[config.mk]
export PLATFORM = sky130hd
export DESIGN_NAME = aes_byte_order_mapper
export DESIGN_NICKNAME = d
export VERILOG_FILES = /design/src/aes_byte_order_pkg.sv /design/src/aes_byte_order_mapper.sv
export SDC_FILE = /design/constraint.sdc
export NUM_CORES = 1
export LEC_CHECK = 0
export BUFFER_PORTS_ARGS = -buffer_cell sky130_fd_sc_hd__buf_2
export CORE_UTILIZATION = 40
export CTS_CLUSTER_DIAMETER = 150
export DETAILED_ROUTE_END_ITERATION = 8
export GPL_ROUTABILITY_DRIVEN = 0
export MAX_ROUTING_LAYER = met4
export PLACE_DENSITY = 0.68
export SLEW_MARGIN = 20
export SYNTH_ARGS = -nofsm -noshare
export SYNTH_HDL_FRONTEND = slang
export SYNTH_SLANG_ARGS = --single-unit
[constraint.sdc]
create_clock -name core_clk_i -period 2.8 [get_ports core_clk_i]
set_clock_uncertainty 0.2 [all_clocks]
set_input_delay 0.42 -clock core_clk_i [delete_from_list [all_inputs] [get_ports core_clk_i]]
set_output_delay 0.42 -clock core_clk_i [all_outputs]
set_load 0.03 [all_outputs]
[src/aes_byte_order_pkg.sv]
package aes_byte_order_pkg;

  // ****************************************************************
  // Register map, byte addresses of aligned 32-bit words
  // ****************************************************************
  localparam logic [7:0] TEXT_BASE_OFS       = 8'h00;
  localparam logic [7:0] KEY_BASE_OFS        = 8'h10;
  localparam logic [7:0] MODE_OFS            = 8'h30;
  localparam logic [7:0] BYTE_ORDER_CFG_OFS  = 8'h34;
  localparam logic [7:0] STATUS_OFS          = 8'h38;

  localparam int TEXT_WORDS = 4;
  localparam int KEY_WORDS  = 8;
  localparam int KEY128_WORDS = 4;

  // ****************************************************************
  // Field layout of byte_order_config
  // ****************************************************************
  localparam int KEY_ORDER_LSB = 0;
  localparam int IN_ORDER_LSB  = 2;
  localparam int OUT_ORDER_LSB = 4;
  localparam int CFG_WIDTH     = 6;
  localparam int MODE_WIDTH    = 3;

  // Status bits
  localparam int STAT_BUSY_BIT       = 0;
  localparam int STAT_MODE_VALID_BIT = 1;

  // ****************************************************************
  // Reset values
  // ****************************************************************
  localparam logic [5:0]  CFG_RST  = 6'h00;
  localparam logic [2:0]  MODE_RST = 3'h0;
  localparam logic [31:0] WORD_RST = 32'h0000_0000;

  // ****************************************************************
  // Operation codes and order encodings
  // ****************************************************************
  typedef enum logic [2:0] {
    OP_ENC_128 = 3'b000,
    OP_ENC_192 = 3'b001,
    OP_ENC_256 = 3'b010,
    OP_RSVD_3  = 3'b011,
    OP_DEC_128 = 3'b100,
    OP_DEC_192 = 3'b101,
    OP_DEC_256 = 3'b110,
    OP_RSVD_7  = 3'b111
  } op_mode_t;

  localparam int MODE_DECRYPT_BIT = 2;

  // Upper bit: word order forward; lower bit: bytes reversed in word
  localparam int ORDER_FWD_WORD_BIT = 1;
  localparam int ORDER_SWAP_BIT     = 0;

endpackage

[src/aes_byte_order_mapper.sv]
`timescale 1ns/10ps
// What this block does
// - Config bits 2,3 order input text into State
// - Config bits 4,5 order State into result text
// - Input text: plaintext encrypting, ciphertext decrypting
// - Output text: ciphertext encrypting, plaintext decrypting
// - State bytes come only from text register bytes
// - Order 00: column c from word 3-c, MSB row0
// - Order 01: column c from word 3-c, LSB row0
// - Order 10: column c from word c, MSB row0
// - Order 11: column c from word c, LSB row0
// - Key 00: w[i] from key 3-i, bytes kept
// - Key 01: w[i] from key 3-i, bytes reversed
// - Key 10: w[i] from key i, bytes kept
// - Key 11: w[i] from key i, bytes reversed
// - Eight 32-bit key registers provided
// - Completion overwrites text registers with result
// - Three-bit operation field selects direction and size
module aes_byte_order_mapper #(
  parameter int ADDR_WIDTH = 8
) (
  input  wire logic                  core_clk_i,
  input  wire logic                  nrst_i,
  input  wire logic [ADDR_WIDTH-1:0] reg_addr_i,
  input  wire logic [31:0]           reg_wdata_i,
  input  wire logic                  reg_wr_i,
  input  wire logic                  reg_rd_i,
  output logic      [31:0]           reg_rdata_o,
  input  wire logic                  load_i,
  input  wire logic                  done_i,
  input  wire logic [127:0]          result_state_i,
  output logic      [127:0]          state_o,
  output logic      [127:0]          key_words_o,
  output logic      [2:0]            op_mode_o,
  output logic                       decrypt_o,
  output logic                       busy_o
);

  // ****************************************************************
  // State record
  // ****************************************************************
  typedef struct packed {
    logic [5:0]                                    cfg;
    logic [2:0]                                    mode;
    logic [aes_byte_order_pkg::TEXT_WORDS-1:0][31:0] text;
    logic [aes_byte_order_pkg::KEY_WORDS-1:0][31:0]  key;
    logic [127:0]                                  state;
    logic [127:0]                                  keyw;
    logic [31:0]                                   rdata;
    logic                                          busy;
  } regs_t;

  regs_t r_q;
  regs_t r_d;

  // ****************************************************************
  // Byte steering helpers
  // ****************************************************************
  // Word index feeding State column c (or key word i)
  function automatic logic [1:0] word_sel(input logic fwd, input logic [1:0] c);
    word_sel = fwd ? c : (2'h3 - c);
  endfunction

  // Byte of a 32-bit word that lands in row r
  function automatic logic [7:0] row_byte(input logic [31:0] w, input logic swap,
                                          input logic [1:0] r);
    logic [1:0] lane;
    lane = swap ? r : (2'h3 - r);
    row_byte = w[lane*8 +: 8];
  endfunction

  // State byte at (row, column); FIPS order, first byte in the MSBs
  function automatic logic [6:0] st_pos(input logic [1:0] r, input logic [1:0] c);
    st_pos = 7'(127 - 8 * (4 * c + r) - 7);
  endfunction

  function automatic logic [127:0] text_to_state(
      input logic [3:0][31:0] t, input logic [1:0] ord);
    logic [127:0] s;
    s = '0;
    for (int c = 0; c < 4; c++) begin
      for (int r = 0; r < 4; r++) begin
        s[st_pos(2'(r), 2'(c)) +: 8] =
          row_byte(t[word_sel(ord[aes_byte_order_pkg::ORDER_FWD_WORD_BIT], 2'(c))],
                   ord[aes_byte_order_pkg::ORDER_SWAP_BIT], 2'(r));
      end
    end
    text_to_state = s;
  endfunction

  // Exact inverse of text_to_state for the same order
  function automatic logic [3:0][31:0] state_to_text(
      input logic [127:0] s, input logic [1:0] ord);
    logic [3:0][31:0] t;
    logic [1:0]       w;
    logic [1:0]       lane;
    t = '0;
    for (int c = 0; c < 4; c++) begin
      for (int r = 0; r < 4; r++) begin
        w    = word_sel(ord[aes_byte_order_pkg::ORDER_FWD_WORD_BIT], 2'(c));
        lane = ord[aes_byte_order_pkg::ORDER_SWAP_BIT] ? 2'(r) : 2'(3 - r);
        t[w][lane*8 +: 8] = s[st_pos(2'(r), 2'(c)) +: 8];
      end
    end
    state_to_text = t;
  endfunction

  function automatic logic [127:0] key_to_words(
      input logic [7:0][31:0] k, input logic [1:0] ord);
    logic [127:0] kw;
    logic [31:0]  src;
    kw = '0;
    for (int i = 0; i < aes_byte_order_pkg::KEY128_WORDS; i++) begin
      src = k[word_sel(ord[aes_byte_order_pkg::ORDER_FWD_WORD_BIT], 2'(i))];
      if (ord[aes_byte_order_pkg::ORDER_SWAP_BIT]) begin
        src = {src[7:0], src[15:8], src[23:16], src[31:24]};
      end
      kw[127 - 32 * i -: 32] = src;
    end
    key_to_words = kw;
  endfunction

  // ****************************************************************
  // Next-state logic
  // ****************************************************************
  logic [1:0]   key_ord;
  logic [1:0]   in_ord;
  logic [1:0]   out_ord;
  logic [ADDR_WIDTH-1:0] a_word;
  logic         mode_valid;

  assign key_ord = r_q.cfg[aes_byte_order_pkg::KEY_ORDER_LSB +: 2];
  assign in_ord  = r_q.cfg[aes_byte_order_pkg::IN_ORDER_LSB +: 2];
  assign out_ord = r_q.cfg[aes_byte_order_pkg::OUT_ORDER_LSB +: 2];
  assign a_word  = reg_addr_i;
  assign mode_valid = (r_q.mode != aes_byte_order_pkg::OP_RSVD_3) &&
                      (r_q.mode != aes_byte_order_pkg::OP_RSVD_7);

  always_comb begin
    r_d = r_q;
    r_d.rdata = '0;

    // Software writes
    if (reg_wr_i) begin
      if (a_word >= ADDR_WIDTH'(aes_byte_order_pkg::TEXT_BASE_OFS) &&
          a_word <  ADDR_WIDTH'(aes_byte_order_pkg::KEY_BASE_OFS) && a_word[1:0] == 2'h0) begin
        r_d.text[a_word[3:2]] = reg_wdata_i;
      end else if (a_word >= ADDR_WIDTH'(aes_byte_order_pkg::KEY_BASE_OFS) &&
                   a_word <  ADDR_WIDTH'(aes_byte_order_pkg::MODE_OFS) &&
                   a_word[1:0] == 2'h0) begin
        r_d.key[3'(a_word[4:2] - 3'h4)] = reg_wdata_i;
      end else if (a_word == ADDR_WIDTH'(aes_byte_order_pkg::MODE_OFS)) begin
        r_d.mode = reg_wdata_i[aes_byte_order_pkg::MODE_WIDTH-1:0];
      end else if (a_word == ADDR_WIDTH'(aes_byte_order_pkg::BYTE_ORDER_CFG_OFS)) begin
        r_d.cfg = reg_wdata_i[aes_byte_order_pkg::CFG_WIDTH-1:0];
      end
    end

    // Reads: data appear in the following cycle only
    if (reg_rd_i) begin
      if (a_word >= ADDR_WIDTH'(aes_byte_order_pkg::TEXT_BASE_OFS) &&
          a_word <  ADDR_WIDTH'(aes_byte_order_pkg::KEY_BASE_OFS) && a_word[1:0] == 2'h0) begin
        r_d.rdata = r_q.text[a_word[3:2]];
      end else if (a_word >= ADDR_WIDTH'(aes_byte_order_pkg::KEY_BASE_OFS) &&
                   a_word <  ADDR_WIDTH'(aes_byte_order_pkg::MODE_OFS) &&
                   a_word[1:0] == 2'h0) begin
        r_d.rdata = r_q.key[3'(a_word[4:2] - 3'h4)];
      end else if (a_word == ADDR_WIDTH'(aes_byte_order_pkg::MODE_OFS)) begin
        r_d.rdata = {29'h0000_0000, r_q.mode};
      end else if (a_word == ADDR_WIDTH'(aes_byte_order_pkg::BYTE_ORDER_CFG_OFS)) begin
        r_d.rdata = {26'h000_0000, r_q.cfg};
      end else if (a_word == ADDR_WIDTH'(aes_byte_order_pkg::STATUS_OFS)) begin
        r_d.rdata[aes_byte_order_pkg::STAT_BUSY_BIT]       = r_q.busy;
        r_d.rdata[aes_byte_order_pkg::STAT_MODE_VALID_BIT] = mode_valid;
      end
    end

    // Load: order bits taken at this edge, text is the operation input
    if (load_i) begin
      r_d.state = text_to_state(r_q.text, in_ord);
      r_d.keyw  = key_to_words(r_q.key, key_ord);
      r_d.busy  = 1'b1;
    end

    // Writeback last, so a completing result beats a same-cycle text write
    if (done_i) begin
      r_d.text = state_to_text(result_state_i, out_ord);
      r_d.busy = 1'b0;
    end
  end

  // ****************************************************************
  // Registers
  // ****************************************************************
  always_ff @(posedge core_clk_i or negedge nrst_i) begin
    if (!nrst_i) begin
      r_q.cfg   <= aes_byte_order_pkg::CFG_RST;
      r_q.mode  <= aes_byte_order_pkg::MODE_RST;
      r_q.text  <= '0;
      r_q.key   <= '0;
      r_q.state <= '0;
      r_q.keyw  <= '0;
      r_q.rdata <= aes_byte_order_pkg::WORD_RST;
      r_q.busy  <= 1'b0;
    end else begin
      r_q <= r_d;
    end
  end

  // ****************************************************************
  // Outputs
  // ****************************************************************
  assign reg_rdata_o = r_q.rdata;
  assign state_o     = r_q.state;
  assign key_words_o = r_q.keyw;
  assign op_mode_o   = r_q.mode;
  assign decrypt_o   = r_q.mode[aes_byte_order_pkg::MODE_DECRYPT_BIT];
  assign busy_o      = r_q.busy;

endmodule

==> results.md <==
* Register area share after synthesis at 42.5%
* Placeable Area at 99000 sq um
* Max cap viols at 0
* Setup bufs post-CTS at 0
* RSZ-0062 raised after global routing: false
* FFs w/ async S/R, synth at between 90% and 100%
* Residual DRC count at 0
* Leak Pwr at around 19 nW
* Setup_tns at 0 ps
* Clock Power Share at about two fifths
* I/O Buffers at between 400 and 500
* Sequential cell area at approximately 17000 sq um
* Layout area overhead at 11.7%
* Vias in the first global route at 26300
* Post-cts resize count at 0
* First-pass GRT wire length at just under 200000 um
* Min Tclk post-route at 2290 ps
* Crit-path max cell delay at about 750 ps
* Routed vias/inst at 6.35
* Final wirelength at approximately 130000 um
* DRT iter0 DRCs at roughly 3200
* # nets final at just over 3000
* Slew HR at roughly two fifths
* Sw Ratio at between 30% and 40%
* Clock transition at the registers of the reported paths at 60 ps
* Critical path cell sequence: buf_12 > mux4_2 > mux2_2
* Die area at slightly above 100000 sq um
* Pre-CTS WS at 218 ps
* Final setup fails at 0
* Critical path arrival at between 2000 and 3000 ps
* CP max stage cell: dfrtp_4
* Total GRT Usage at 27.3%
* TritonCTS Buffers at 76
* GR Overflow Total at 0
* VDD IR max at approximately 0.00042 V
* Syn. warnings at 0
* Synthesized instance count at 2798
* Power per cell area at ~600 nW/um^2
* Sequential share of power at a little over two fifths
* Multi-input gate area at around 20000 sq um
* Slew @ Worst Pin at around 900 ps
* H-tree levels at 3
* Hold buffer count at cts at 2
* Status: completed
* Synth Flop Type: dfrtp_1
* Switching pwr at roughly 8.2 mW
* Fillers at 8789
* Routed vias at between 20000 and 30000
* Crit path capture type: flip-flop
* Pins over their slew limit at 0
* WHS at between 50 and 60 ps
* Die height at 319 um
* Mapped Nets at 2972
* Mean Syn Cell Area at around 14 sq um
* Final period util at 81.6%
* Clock Root Buffer: clkbuf_16
* Drt first pass iters at 5
* Per-cell routed wire length at roughly 32 um
* Post-synth EDFFs at 0
* Gate power share at about a fifth
* Sink Count at 682
* CP Launch Type: flip-flop
* Routed Antenna Nets at 0
* CTS max path bufs at 3
* Synthesis-stage register bit count at roughly 700
* Layout cells sized above 1 at roughly 57%
* Netlist cell types at 40
* Clk_lat worst skew at between 600 and 700 ps
* Fin worst setup slack at 514 ps
* Worst endpoint required time at about 3100 ps
* Initial core utilization at slightly above 40%
* Pin count of the biggest net entering global routing at 92
* Rows at approximately 120
* Die W at between 300 and 400 um
* Hpwl dp at between 90000 and 100000 um
* Critical path type: flip-flop to flip-flop
* Hold Path Class: input pin to flip-flop
* CP max FO at 32
* Max frequency at roughly 0.44 GHz
* Final hold vios at 0
* Int Power at 18.9 mW
* I/O pin count at approximately 470
* TritonCTS clock tree: built
* Mapped cell area at 40200 sq um
* Initial antenna violation count at 27
-- metrics by stage --
step	total power, mW	utilization, %	std cells	area, sq um
after floorplan	15.1	-	2798	40200
after CTS	27.2	45.3	4228	44800
after detailed placement	16.8	42.7	4091	42200
after global placement	16.7	42.7	4091	42200
final	27.1	45.3	4258	44900
after global routing	27.9	45.3	4251	44900
-- path summary, 6_finish.rpt --
check	start	end	slack [ps]	depth (start not counted)
min in group asynchronous	nrst_i	state_o[78]	80	2
setup reg to reg	in_ord[1]	state_o[15]	510	3
setup / recovery	in_ord[1]	state_o[15]	510	3
hold reg to reg	r_q[527]	r_q[527]	290	1
max in group asynchronous	nrst_i	key_words_o[23]	1430	4
hold / removal	done_i	r_q[648]	60	4
-- cell type report --
cell class / count / share of cell area, %
multi-input cells: 1552 / 44.0
flip-flops and latches: 682 / 38.1
repair buffers: 566 / 8.48
clock buffers: 113 / 5.05
well taps: 1287 / 3.59
clock inverters: 22 / 0.633
diodes: 30 / 0.167
inverters: 6 / 0.0502
-- cells in the mapped netlist (6+ instances only) --
library cell / instances / area (sq um)
nand3_1: 6 / 30.0
a22oi_1: 113 / 848
a221oi_1: 16 / 140
o22ai_1: 28 / 175
buf_1: 28 / 105
mux2_1: 19 / 214
a21oi_1: 95 / 475
dfrtp_1: 682 / 17100
a211oi_1: 27 / 203
mux2i_1: 14 / 140
nand2_1: 70 / 263
nor2_1: 138 / 518
buf_4: 304 / 2280
buf_2: 123 / 616
mux4_2: 474 / 10700
mux2_2: 504 / 5680
clkbuf_1: 102 / 383
-- logic make-up (layout without fill, tap and decap cells) --
family | after synthesis | after routing | share of synthesized area, %
buf+inv | 564 | 707 | 8.51
mux | 1011 | 1011 | 41.6
flops | 682 | 682 | 42.5
compound gates | 298 | 298 | 4.93
other cells | 0 | 30 | 0
simple gates | 243 | 243 | 2.53
-- per-layer routing --
layer	routed length (um)	global-route usage (%)
met2	58300	37.1
met1	53700	37.3
met5	0	-
met4	7110	13.5
met3	15800	7.46
-- power by group through the flow --
stage	logic (mW)	clock network, mW	registers (mW)
6_report	5.09	10.4	11.6
2_1_floorplan	3.92	0	11.2
3_5_place_dp	5.06	0	11.7
3_3_place_gp	5.00	0	11.7
4_1_cts	5.09	10.5	11.5
5_1_grt	5.36	10.9	11.7
-- registers in the layout, indices dropped and copies added, names as in the netlist, 2 cells and up --
register / cells
r_q: 384
key_words_o: 128
state_o: 128
reg_rdata_o: 32
op_mode_o: 3
in_ord: 2
key_ord: 2
out_ord: 2
-- critical path, delay by kind of cell, from the launching register on --
| family | cells | cell delay [ps] |
|---|---|---|
| multiplexers | 2 | 850 |
| flip-flops | 1 | 750 |
| buffers and inverters | 1 | 310 |
-- layout by cell type, fill, tap and decap left out, types with 27 or more instances in the layout --
cell type	count
buf_2	461
buf_12	55
nor2_1	134
a21oi_1	95
dfrtp_1	676
a211oi_1	27
mux4_2	474
clkbuf_16	79
mux2_2	504
diode_2	30
nand2_1	70
o22ai_1	28
a22oi_1	113
buf_4	45
Note: power is estimated with default switching activity, not from simulation.
